**config.mk**
```make
export PLATFORM = sky130hd
export DESIGN_NAME = crce_engine
export DESIGN_NICKNAME = d
export VERILOG_FILES = /design/src/common/crce_pkg.sv /design/src/design/crce_engine.sv
export SDC_FILE = /design/constraint.sdc
export NUM_CORES = 1
export LEC_CHECK = 0
export BUFFER_PORTS_ARGS = -buffer_cell sky130_fd_sc_hd__buf_4
export CELL_PAD_IN_SITES_DETAIL_PLACEMENT = 1
export CELL_PAD_IN_SITES_GLOBAL_PLACEMENT = 1
export CORE_ASPECT_RATIO = 1.25
export CORE_MARGIN = 10
export CORE_UTILIZATION = 40
export CTS_CLUSTER_SIZE = 40
export DETAILED_ROUTE_END_ITERATION = 8
export PLACE_DENSITY_LB_ADDON = 0.1
export SYNTH_ARGS = -nofsm -noshare
export SYNTH_HDL_FRONTEND = slang
export SYNTH_SLANG_ARGS = --single-unit
```
**constraint.sdc**
```tcl
create_clock -name i_clk_sys -period 3.6 [get_ports i_clk_sys]
set_clock_uncertainty 0.2 [all_clocks]
set_input_delay 0.72 -clock i_clk_sys [delete_from_list [all_inputs] [get_ports i_clk_sys]]
set_output_delay 0.72 -clock i_clk_sys [all_outputs]
set_load 0.02 [all_outputs]
```
**src/common/crce_pkg.sv**
```systemverilog
/*
  Constants, types and register map of the byte-stream crc engine.
  Assumes a single 40 MHz system clock shared with the core's register port.
*/
package crce_pkg;
  localparam logic [7:0] ADDR_RESULT_PORT = 8'h91;
  localparam logic [7:0] ADDR_CONTROL = 8'h92;
  localparam logic [7:0] ADDR_DATA_INPUT = 8'h93;
  localparam logic [7:0] ADDR_BIT_REVERSE = 8'h95;
  localparam logic [7:0] ADDR_AUTO_CONTROL = 8'h96;
  localparam logic [7:0] ADDR_SECTOR_COUNT = 8'h97;

  localparam int CTL_POLY_SEL = 4;
  localparam int CTL_INIT = 3;
  localparam int CTL_INIT_VAL = 2;
  localparam int AUTO_EN_BIT = 7;
  localparam int AUTO_DONE_BIT = 6;

  localparam logic [7:0] CONTROL_RESET = 8'h00;
  localparam logic [7:0] AUTO_CONTROL_RESET = 8'h40;
  localparam logic [31:0] RESULT_RESET = 32'h00000000;
  localparam logic [5:0] SECTOR_COUNT_RESET = 6'h00;
  localparam logic [7:0] BIT_REVERSE_RESET = 8'h00;
  localparam logic [31:0] INIT_ONES = 32'hFFFFFFFF;
  localparam logic [15:0] POLY16 = 16'h1021;
  localparam logic [31:0] POLY32_REFLECTED = 32'hEDB88320;

  localparam int SECTOR_SHIFT = 9;
  localparam int SECTOR_BYTES = 512;
  localparam int FIFO_DEPTH = 16;
  localparam int FIFO_WIDTH = 8;

  typedef struct packed {
    logic [7:0] addr;
    logic wr;
    logic rd;
    logic [7:0] wdata;
  } crce_sfr_req_t;

  typedef enum logic [0:0] {
    AUTO_IDLE,
    AUTO_RUN
  } crce_auto_state_t;
endpackage : crce_pkg

```
**src/design/crce_engine.sv**
```systemverilog
/*
  Byte-stream crc engine with indirect result access, bit reverse register
  and an automatic flash sector walk fed through a 16-byte fifo.
  Assumes the core's register port and the flash read port run on i_clk_sys.
*/
`timescale 1ns/100ps

module crce_fifo #(
  parameter int WIDTH = 8,
  parameter int DEPTH = 16
) (
  input wire logic i_clk_sys,
  input wire logic i_reset,
  input wire logic i_ce,
  input wire logic i_flush,
  input wire logic i_in_valid,
  output logic o_in_ready,
  input wire logic [WIDTH-1:0] i_in_data,
  output logic o_out_valid,
  input wire logic i_out_ready,
  output logic [WIDTH-1:0] o_out_data
);
  localparam int AW = $clog2(DEPTH);
  logic [WIDTH-1:0] mem [DEPTH];
  logic [AW-1:0] wr_idx;
  logic [AW-1:0] rd_idx;
  logic [AW:0] fill;
  logic push;
  logic pop;

  assign o_in_ready = (fill != (AW+1)'(DEPTH));
  assign o_out_valid = (fill != '0);
  assign o_out_data = mem[rd_idx];
  assign push = i_in_valid && o_in_ready;
  assign pop = o_out_valid && i_out_ready;

  always_ff @(posedge i_clk_sys) begin
    if (i_ce && push) begin
      mem[wr_idx] <= i_in_data;
    end
  end

  always_ff @(posedge i_clk_sys) begin
    if (i_reset || (i_ce && i_flush)) begin
      wr_idx <= '0;
      rd_idx <= '0;
      fill <= '0;
    end else if (i_ce) begin
      if (push) begin
        wr_idx <= (wr_idx == AW'(DEPTH - 1)) ? '0 : wr_idx + 1'b1;
      end
      if (pop) begin
        rd_idx <= (rd_idx == AW'(DEPTH - 1)) ? '0 : rd_idx + 1'b1;
      end
      fill <= fill + (AW+1)'(push) - (AW+1)'(pop);
    end
  end
endmodule : crce_fifo

module crce_engine
  import crce_pkg::*;
(
  input wire logic i_clk_sys,
  input wire logic i_reset,
  input wire logic i_ce,
  input wire crce_sfr_req_t i_sfr,
  output logic [7:0] o_sfr_rdata,
  output logic o_cpu_stall,
  output logic o_flash_rd,
  output logic [15:0] o_flash_addr,
  input wire logic i_flash_rdy,
  input wire logic [7:0] i_flash_data
);
  logic [31:0] result;
  logic poly_select;
  logic init_value_select;
  logic [1:0] result_byte_pointer;
  logic auto_enable;
  logic [5:0] start_sector;
  logic [5:0] sector_count;
  logic [7:0] bit_reverse_reg;
  crce_auto_state_t auto_state;
  logic [14:0] fetch_left;
  logic [14:0] fold_left;
  logic [15:0] fetch_addr;

  logic wr_ctrl;
  logic wr_input;
  logic wr_port;
  logic rd_port;
  logic [1:0] byte_sel;
  logic fifo_in_ready;
  logic fifo_out_valid;
  logic fifo_out_ready;
  logic [7:0] fifo_out_data;
  logic start_auto;
  logic [31:0] next_result;

  // one fold of a byte; upper half untouched in 16-bit mode
  function automatic logic [31:0] fold_byte(input logic [31:0] acc, input logic [7:0] din,
                                            input logic sel16);
    logic [31:0] a;
    logic [15:0] h;
    h = acc[15:0] ^ {din, 8'h00};
    for (int i = 0; i < 8; i++) begin
      if (h[15]) begin
        h = {h[14:0], 1'b0} ^ POLY16;
      end else begin
        h = {h[14:0], 1'b0};
      end
    end
    a = acc ^ {24'h000000, din};
    for (int i = 0; i < 8; i++) begin
      if (a[0]) begin
        a = {1'b0, a[31:1]} ^ POLY32_REFLECTED;
      end else begin
        a = {1'b0, a[31:1]};
      end
    end
    fold_byte = sel16 ? {acc[31:16], h} : a;
  endfunction : fold_byte

  assign wr_ctrl = i_sfr.wr && (i_sfr.addr == ADDR_CONTROL);
  assign wr_input = i_sfr.wr && (i_sfr.addr == ADDR_DATA_INPUT);
  assign wr_port = i_sfr.wr && (i_sfr.addr == ADDR_RESULT_PORT);
  assign rd_port = i_sfr.rd && (i_sfr.addr == ADDR_RESULT_PORT);
  // 16-bit mode aliases pointer bit 1 away
  assign byte_sel = {result_byte_pointer[1] && !poly_select, result_byte_pointer[0]};
  assign start_auto = wr_ctrl && auto_enable && (auto_state == AUTO_IDLE);
  assign o_cpu_stall = (auto_state == AUTO_RUN);
  // flash is only asked while the fifo has room
  assign o_flash_rd = (auto_state == AUTO_RUN) && (fetch_left != '0) && fifo_in_ready;
  assign o_flash_addr = fetch_addr;
  assign fifo_out_ready = (auto_state == AUTO_RUN);

  crce_fifo #(
    .WIDTH(FIFO_WIDTH),
    .DEPTH(FIFO_DEPTH)
  ) u_fifo (
    .i_clk_sys(i_clk_sys),
    .i_reset(i_reset),
    .i_ce(i_ce),
    .i_flush(start_auto),
    .i_in_valid(o_flash_rd && i_flash_rdy),
    .o_in_ready(fifo_in_ready),
    .i_in_data(i_flash_data),
    .o_out_valid(fifo_out_valid),
    .i_out_ready(fifo_out_ready),
    .o_out_data(fifo_out_data)
  );

  always_comb begin
    next_result = result;
    if (wr_ctrl && i_sfr.wdata[CTL_INIT]) begin
      next_result = i_sfr.wdata[CTL_INIT_VAL] ? INIT_ONES : RESULT_RESET;
    end else if (wr_input) begin
      next_result = fold_byte(result, i_sfr.wdata, poly_select);
    end else if (wr_port) begin
      next_result[byte_sel*8 +: 8] = i_sfr.wdata;
    end else if (fifo_out_valid && fifo_out_ready) begin
      next_result = fold_byte(result, fifo_out_data, poly_select);
    end
  end

  // result updated in the write cycle's edge, so the next read already sees it
  always_ff @(posedge i_clk_sys) begin
    if (i_reset) begin
      result <= RESULT_RESET;
    end else if (i_ce) begin
      result <= next_result;
    end
  end

  always_ff @(posedge i_clk_sys) begin
    if (i_reset) begin
      poly_select <= CONTROL_RESET[CTL_POLY_SEL];
      init_value_select <= CONTROL_RESET[CTL_INIT_VAL];
      result_byte_pointer <= CONTROL_RESET[1:0];
    end else if (i_ce) begin
      if (wr_ctrl) begin
        poly_select <= i_sfr.wdata[CTL_POLY_SEL];
        init_value_select <= i_sfr.wdata[CTL_INIT_VAL];
        result_byte_pointer <= i_sfr.wdata[1:0];
      end else if (wr_port || rd_port) begin
        result_byte_pointer <= result_byte_pointer + 2'h1;
      end
    end
  end

  always_ff @(posedge i_clk_sys) begin
    if (i_reset) begin
      auto_enable <= AUTO_CONTROL_RESET[AUTO_EN_BIT];
      start_sector <= AUTO_CONTROL_RESET[5:0];
      sector_count <= SECTOR_COUNT_RESET;
      bit_reverse_reg <= BIT_REVERSE_RESET;
    end else if (i_ce && i_sfr.wr) begin
      if (i_sfr.addr == ADDR_AUTO_CONTROL) begin
        auto_enable <= i_sfr.wdata[AUTO_EN_BIT];
        start_sector <= i_sfr.wdata[5:0];
      end
      if (i_sfr.addr == ADDR_SECTOR_COUNT) begin
        sector_count <= i_sfr.wdata[5:0];
      end
      if (i_sfr.addr == ADDR_BIT_REVERSE) begin
        bit_reverse_reg <= {<<{i_sfr.wdata}};
      end
    end
  end

  // a zero sector count starts nothing, so the core is never held needlessly
  always_ff @(posedge i_clk_sys) begin
    if (i_reset) begin
      auto_state <= AUTO_IDLE;
      fetch_left <= '0;
      fold_left <= '0;
      fetch_addr <= '0;
    end else if (i_ce) begin
      case (auto_state)
        AUTO_IDLE: begin
          if (start_auto && (sector_count != '0)) begin
            auto_state <= AUTO_RUN;
            fetch_left <= {sector_count, 9'h000};
            fold_left <= {sector_count, 9'h000};
            fetch_addr <= {1'b0, start_sector, 9'h000};
          end
        end
        AUTO_RUN: begin
          if (o_flash_rd && i_flash_rdy) begin
            fetch_left <= fetch_left - 15'h0001;
            fetch_addr <= fetch_addr + 16'h0001;
          end
          if (fifo_out_valid) begin
            fold_left <= fold_left - 15'h0001;
            if (fold_left == 15'h0001) begin
              auto_state <= AUTO_IDLE;
            end
          end
        end
        default: auto_state <= AUTO_IDLE;
      endcase
    end
  end

  always_comb begin
    case (i_sfr.addr)
      ADDR_RESULT_PORT: o_sfr_rdata = result[byte_sel*8 +: 8];
      ADDR_CONTROL: o_sfr_rdata = {3'b000, poly_select, 1'b0, init_value_select,
                                   result_byte_pointer};
      ADDR_BIT_REVERSE: o_sfr_rdata = bit_reverse_reg;
      ADDR_AUTO_CONTROL: o_sfr_rdata = {auto_enable, auto_state == AUTO_IDLE,
                                        start_sector};
      ADDR_SECTOR_COUNT: o_sfr_rdata = {2'b00, sector_count};
      default: o_sfr_rdata = 8'h00;
    endcase
  end

  init_load_a: assert property (@(posedge i_clk_sys) disable iff (i_reset)
    i_ce && wr_ctrl && i_sfr.wdata[CTL_INIT] |=>
      result == (($past(i_sfr.wdata[CTL_INIT_VAL])) ? INIT_ONES : RESULT_RESET))
    else $error("init did not load result");

  vector16_a: assert property (@(posedge i_clk_sys) disable iff (i_reset)
    i_ce && wr_input && poly_select && result[15:0] == 16'hFFFF && i_sfr.wdata == 8'h63
      |=> result[15:0] == 16'hBD35)
    else $error("16-bit reference vector mismatch");

  vector32_a: assert property (@(posedge i_clk_sys) disable iff (i_reset)
    i_ce && wr_input && !poly_select && result == INIT_ONES && i_sfr.wdata == 8'h63
      |=> result == 32'hF9462090)
    else $error("32-bit reference vector mismatch");

  pointer_step_a: assert property (@(posedge i_clk_sys) disable iff (i_reset)
    i_ce && rd_port |=> result_byte_pointer == $past(result_byte_pointer) + 2'h1)
    else $error("pointer did not advance");

  result_hold_a: assert property (@(posedge i_clk_sys) disable iff (i_reset)
    !(i_ce && (wr_ctrl || wr_input || wr_port || (fifo_out_valid && fifo_out_ready)))
      |=> $stable(result))
    else $error("result changed without cause");

  alias16_a: assert property (@(posedge i_clk_sys) disable iff (i_reset)
    poly_select && i_sfr.addr == ADDR_RESULT_PORT |->
      o_sfr_rdata == (result_byte_pointer[0] ? result[15:8] : result[7:0]))
    else $error("16-bit pointer alias wrong");

  unused_zero_a: assert property (@(posedge i_clk_sys) disable iff (i_reset)
    i_sfr.addr == ADDR_CONTROL |-> o_sfr_rdata[7:5] == 3'b000)
    else $error("control unused bits nonzero");

  auto_start_a: assert property (@(posedge i_clk_sys) disable iff (i_reset)
    i_ce && start_auto && sector_count != '0 |=> o_cpu_stall && fold_left ==
      15'(SECTOR_BYTES) * 15'($past(sector_count)))
    else $error("automatic run did not start");

  done_flag_a: assert property (@(posedge i_clk_sys) disable iff (i_reset)
    i_sfr.addr == ADDR_AUTO_CONTROL |-> o_sfr_rdata[AUTO_DONE_BIT] == !o_cpu_stall)
    else $error("completion flag disagrees with stall");

  flip_read_a: assert property (@(posedge i_clk_sys) disable iff (i_reset)
    i_ce && i_sfr.wr && i_sfr.addr == ADDR_BIT_REVERSE ##1 i_sfr.addr == ADDR_BIT_REVERSE
      |-> $past(i_sfr.wdata) == {o_sfr_rdata[0], o_sfr_rdata[1], o_sfr_rdata[2],
        o_sfr_rdata[3], o_sfr_rdata[4], o_sfr_rdata[5], o_sfr_rdata[6], o_sfr_rdata[7]})
    else $error("bit reverse readback wrong");
endmodule : crce_engine

```
==> results of run 1 <==
==> cells by family (layout without fill, tap and decap cells) <==
family / count (synthesis) / after routing / share of synthesized area (%)
and+or+nand+nor: 387 / 387 / 12.7
DFF: 249 / 249 / 44.2
AOI/OAI and AO/OA: 256 / 256 / 11.7
muxes: 93 / 93 / 10.8
adders and majority gates: 20 / 20 / 1.82
buffers and inverters: 105 / 225 / 3.51
xor gates and xnor gates: 208 / 208 / 15.1
==> how the worst max path moves through the flow <==
stage	start	to	slack, ns	cells after the start
final	flop	result[26]$_SDFFE_PP0P_	0.20	9
after global placement	i_sfr[16]	result[12]$_SDFFE_PP0P_	0.13	10
after detailed placement	i_sfr[16]	fold_left[9]$_SDFFE_PP0P_	0.10	11
after CTS	result_byte_pointer[0]$_SDFFE_PP0P_	o_sfr_rdata[1]	0.05	4
after floorplan	i_sfr[16]	fold_left[7]$_SDFFE_PP0P_	0.33	8
after global routing	fetch_left[0]$_SDFFE_PP0P_	u_fifo.wr_idx[0]$_SDFFE_PP0P_	0.01	9
==> layer usage <==
layer,track usage [%],part of all wire (%),vias up
met3,2.71,4.2,101
met1,27.2,43,5513
met5,0,0,-
met2,35.5,49,277
li1,-,-,4994
met4,8.69,4.1,0
==> critical path, stage by stage, from the launching register on <==
cell and delay, ns:
dfxtp_1 0.35, buf_12 0.21, mux4_1 0.60, mux2i_1 0.27, mux2i_4 0.16, xor2_4 0.39
xor2_4 0.26, xnor3_1 0.47, o221a_1 0.27, a21oi_2 0.13
==> Yosys cell counts (27+ instances only) <==
library cell  instances  share of area, %
dfxtp_1             121                17
a21oi_1              69               2.4
edfxtp_1            128                27
nand2_1             115               3.0
xnor2_1             118               7.3
o21ai_0              55               1.9
nor2_1              138               3.7
nor3_1               27              0.95
xor2_1               64               4.0
mux2i_1              43               3.0
clkbuf_1             56               1.5
==> power by group <==
group	leakage, nW	internal (mW)	switching (mW)
Clock	0.435	1.68	1.24
Combinational	3.30	0.180	0.275
Sequential	2.13	2.98	0.00909
Total	5.86	4.85	1.52
==> area by class of cell <==
type / instances / area, um^2
timing repair buffer: 149 / 1160
inverter: 26 / 97.6
fill: 3863 / 18700
multi-input combinational: 964 / 7440
sequential: 249 / 6270
clock inverter: 21 / 244
tap: 474 / 593
clock buffer: 29 / 683
==> impl_metrics.tcl, run 1 <==
set metrics [dict create \
    slew_viol_final 0 \
    power.total_mw 6.37 \
    cp_max_fo 25 \
    worst-r2r-setup-slack_ns 0.20 \
    largest_reg_flops 128 \
    antenna_found_initial 0 \
    numCtsBuffers 27 \
    worst-slew-pin-transition_ns 1.08 \
    tritoncts "yes" \
    drive_gt1_share_pct 17.9 \
    synth-edff-count 128 \
    yosysWarnings 0 \
    final_cell_area_um2 16500 \
    wl_per_cell_um 24.2 \
    dp_hpwl_um 34500 \
    grt_overflow 0 \
    synthToLayoutAreaGrowth_pct 16.3 \
    ys_seq_area_share_pct 44.2 \
    grt_pass1_wl_um 71600 \
    drtIter0Drc 715 \
    num_io_pins 56 \
    ys_seq_elements 249 \
    cts_sinks 249 \
    synth_ff_type "edfxtp_1" \
    port_buffers 55 \
    postSynthAreaPerCell_um2 10.8 \
    regToRegEndpoint "result[26]$_SDFFE_PP0P_" \
    grt_use_total_pct 21.2 \
    root_buffer "clkbuf_16" \
    startpoint_type "flop" \
    row_count 77 \
    slew_headroom_pct 28.0 \
    grt_start_max_net_pins 47 \
    clk_latency_ns 0.57 \
    status "completed" \
    via_per_inst 5.69 \
    final_hold_viol_count 0 \
    nets 1467 \
    place_ws_ns 0.104 \
    die_height_um 230 \
    n_antenna_cell 0 \
    h-tree-depth 1 \
    path_class "flop to flop" \
    clkTransAtPathRegs_ns 0.07 \
    setup_violations 0 \
    routed_wl_um 46300 \
    cts_hold_buffers 0 \
    dieArea_um2 43400 \
    synth_nets 1368 \
    rsz0062_at_grt "false" \
    finalHoldWorstSlack_ns 0.259 \
    vdd_drop_max_uv 438 \
    cts_buffer_depth 3 \
    detail-route-antenna-nets 0 \
    grt_pass1_vias 11300 \
    fin_ws_ns 0.196 \
    final_cell_mix "buf_4, nor2_1, edfxtp_1" \
    cp-end-kind "flop" \
    min-delay-start "i_flash_data[2]" \
    place_area_um2 15500 \
    syn_area_um2 14200 \
    drcViolationCount 0 \
    core-area_um2 35200 \
    syn_inst 1318 \
    drv_cap 0 \
    p_leak_nw 5.86 \
    final_cells 1912 \
    required_ns 3.90 \
    regMostFlops "u_fifo.mem" \
    ctsResizeCount 0 \
    hold_path.class "input port to flop" \
    dp.cells 1862 \
    post-route-util_pct 46.9 \
    ys_types 87 \
    post-route-min-period_ns 3.40 \
    finalSetupTns_ns 0 \
    die_w_um 188 \
    start_util_pct 40.3 \
    rr_worst_depth 9 \
    cts_setup_buffers 0 \
    min_path_cells 1 \
    crit_arrival_ns 3.71 \
    min_period_over_period_pct 94.6 \
    async_flop_share_pct 0 \
    dr.pass1.iters 6 \
    fmax_mhz 294 \
    gp_congestion 0.939 \
    mostFrequentLayoutCell "buf_4" \
    powerDensity_nw_per_um2 387 \
    vias 10900 \
    hold-path-endpoint "u_fifo.mem[2][2]$_DFFE_PP_" \
]
Power figures use the tool's default switching activity.
==> run 2, diff against run 1 <==
ABC_AREA = 1   (was unset)
CTS_CLUSTER_DIAMETER = 40   (was unset)
==> run 2 against run 1 <==
  * Clock-buffer cell count grew 11
  * Sequential power is essentially flat
  * Global-route usage grew 2.6 points
  * Worst setup slack lost 0.10 ns
  * Hold slack gained 0.0075 ns
  * Critical path depth shrank 1
  * Die area grew 6.7%
  * Via count grew 29%
  * Design area grew 7.7%
==> impl_metrics.tcl, run 2 <==
set metrics [dict create \
    root_buffer "clkbuf_16" \
    grt_use_total_pct 23.7 \
    path_class "flop to output pin" \
    detail-route-antenna-nets 0 \
    drv_cap 0 \
    cp_max_fo 8 \
    grt_pass1_wl_um 86500 \
    tritoncts "yes" \
    cts_sinks 249 \
    ctsResizeCount 0 \
    p_sw_mw 1.86 \
    finalHoldWorstSlack_ns 0.266 \
    synth_ff_type "edfxtp_1" \
    crit_arrival_ns 2.59 \
    syn_inst 2009 \
    via_per_inst 5.38 \
    row_count 79 \
    synth_area_leader_cell "edfxtp_1" \
    synth_nets 2059 \
    fmax_mhz 285 \
    h-tree-depth 2 \
    final_hold_viol_count 0 \
    regMostFlops "u_fifo.mem" \
    cts_hold_buffers 0 \
    port_buffers 55 \
    required_ns 2.68 \
    drive_gt1_share_pct 13.4 \
    netlist.area_leader.share_pct 25.2 \
    grt_overflow 0 \
    swShare_pct 25.2 \
    vias 14000 \
    seq_area_um2 6270 \
    die_height_um 238 \
    met1_length_um 23000 \
    met2WireLength_um 28100 \
    drcViolationCount 0 \
    min_period_over_period_pct 97.4 \
    mostFrequentLayoutCell "nand2_1" \
    met3_length_um 2060 \
    maxUsedRoutingLayer "met4" \
    synth-edff-count 128 \
    yosysWarnings 0 \
    p_comb_share_pct 5.3 \
    status "completed" \
    async_flop_share_pct 0 \
    vdd_drop_max_uv 348 \
    routed_wl_um 56300 \
    die_w_um 195 \
    finalSetupTns_ns 0 \
    power.share.clock_pct 54.3 \
    n_antenna_cell 0 \
    largest_reg_flops 128 \
    nets 2143 \
    dieArea_um2 46300 \
    post-route-min-period_ns 3.51 \
    intPower_mw 5.54 \
    clkTransAtPathRegs_ns 0.06 \
    synth.area.top_cells "edfxtp_1, dfxtp_1, nand2_1" \
    rsz0062_at_grt "false" \
    gp_congestion 0.942 \
    antenna_found_initial 0 \
    drtIter0Drc 759 \
    hold_path.class "flop to flop" \
    numCtsBuffers 40 \
    start_util_pct 40.7 \
    wl_per_cell_um 21.6 \
    worst-slew-pin-transition_ns 0.731 \
    setup_violations 0 \
    synth_common_cells "nand2_1, inv_1, nand3_1" \
    cts_setup_buffers 0 \
    p_leak_nw 7.61 \
    final_cell_mix "nand2_1, inv_1, nand3_1" \
    p_seq_share_pct 40.4 \
    dr.pass1.iters 5 \
    yosysMostFrequentCell "nand2_1" \
    cp-end-kind "output pin" \
    num_io_pins 56 \
    slew_viol_final 0 \
    n_fill_cell 4591 \
    ys_seq_elements 249 \
    ys_types 55 \
    powerDensity_nw_per_um2 417 \
    cts_buffer_depth 3 \
    grt_pass1_vias 14500 \
    postSynthAreaPerCell_um2 7.58 \
    dp_hpwl_um 41600 \
    multi_input_area_um2 7600 \
    slew_headroom_pct 51.3 \
    clk_latency_ns 0.58 \
    syn_area_um2 15200 \
    ys_seq_area_share_pct 41.1 \
    core-area_um2 37500 \
    synthToLayoutAreaGrowth_pct 16.6 \
    grt_start_max_net_pins 55 \
    startpoint_type "flop" \
]
## run 2: final timing paths
| check | depth (start not counted) | to | slack, ns | from |
|---|---|---|---|---|
| max | 8 | o_sfr_rdata[2] | 0.09 | result_byte_pointer[1]$_SDFFE_PP0P_ |
| min | 1 | fetch_left[0]$_SDFFE_PP0P_ | 0.27 | fetch_left[0]$_SDFFE_PP0P_ |
| min reg2reg | 1 | fetch_left[0]$_SDFFE_PP0P_ | 0.27 | fetch_left[0]$_SDFFE_PP0P_ |
| max reg2reg | 19 | u_fifo.fill[4]$_SDFFE_PP0P_ | 0.40 | fetch_left[0]$_SDFFE_PP0P_ |
## run 2: worst max-delay path, cell delays in order, from the launching register on
cell	delay [ns]
dfxtp_1	0.38
nand2_1	0.10
inv_1	0.25
a21oi_1	0.07
o21ai_0	0.14
o21ai_0	0.26
a221oi_1	0.38
o21ai_0	0.21
buf_4	0.20
## run 2: cell type report
| cell class | instances | share of cell area [%] |
|---|---|---|
| sequential | 249 | 35.3 |
| inverter | 242 | 5.13 |
| multi-input combinational | 1436 | 42.8 |
| timing repair buffer | 124 | 5.45 |
| clock buffer | 40 | 5.64 |
| tap | 486 | 3.42 |
| clock inverter | 33 | 2.25 |
## run 2: cell families after synthesis
family | count (synthesis) | synth area share (%)
adder cells (fa/ha/maj) | 20 | 1.69
XOR/XNOR | 146 | 8.86
AO/OA/AOI/OAI | 380 | 13.8
flip-flops | 249 | 41.1
buffers and inverters | 324 | 8.97
multiplexers | 1 | 0.0739
AND/OR/NAND/NOR | 889 | 25.4
## run 2: power groups by stage
stage,Clock [mW],Combinational (mW),Sequential [mW]
3_3_place_gp,0,0.380,3.05
4_1_cts,4.11,0.390,2.99
2_1_floorplan,0,0.237,3.05
3_5_place_dp,0,0.387,3.05
5_1_grt,4.21,0.424,2.99
6_report,4.01,0.392,2.99
## run 2: metrics by stage
step	total power [mW]	cells	cell area [um^2]	utilization, %	setup slack, ns
detailed placement	3.44	2537	16400	43.7	0.307
CTS	7.49	2610	17800	47.4	0.181
global route	7.63	2610	17800	47.4	0.00417
floorplan	3.28	2009	15200	-	0.740
global placement	3.43	2537	16400	43.7	0.333
finish	7.40	2610	17800	47.4	0.0940
## run 2: routing by layer
| metal | global-route usage, % | vias to the layer above |
|---|---|---|
| met5 | 0 | - |
| met1 | 27.2 | 6808 |
| met4 | 13.7 | 0 |
| met3 | 2.97 | 129 |
| li1 | - | 6778 |
| met2 | 41.7 | 325 |
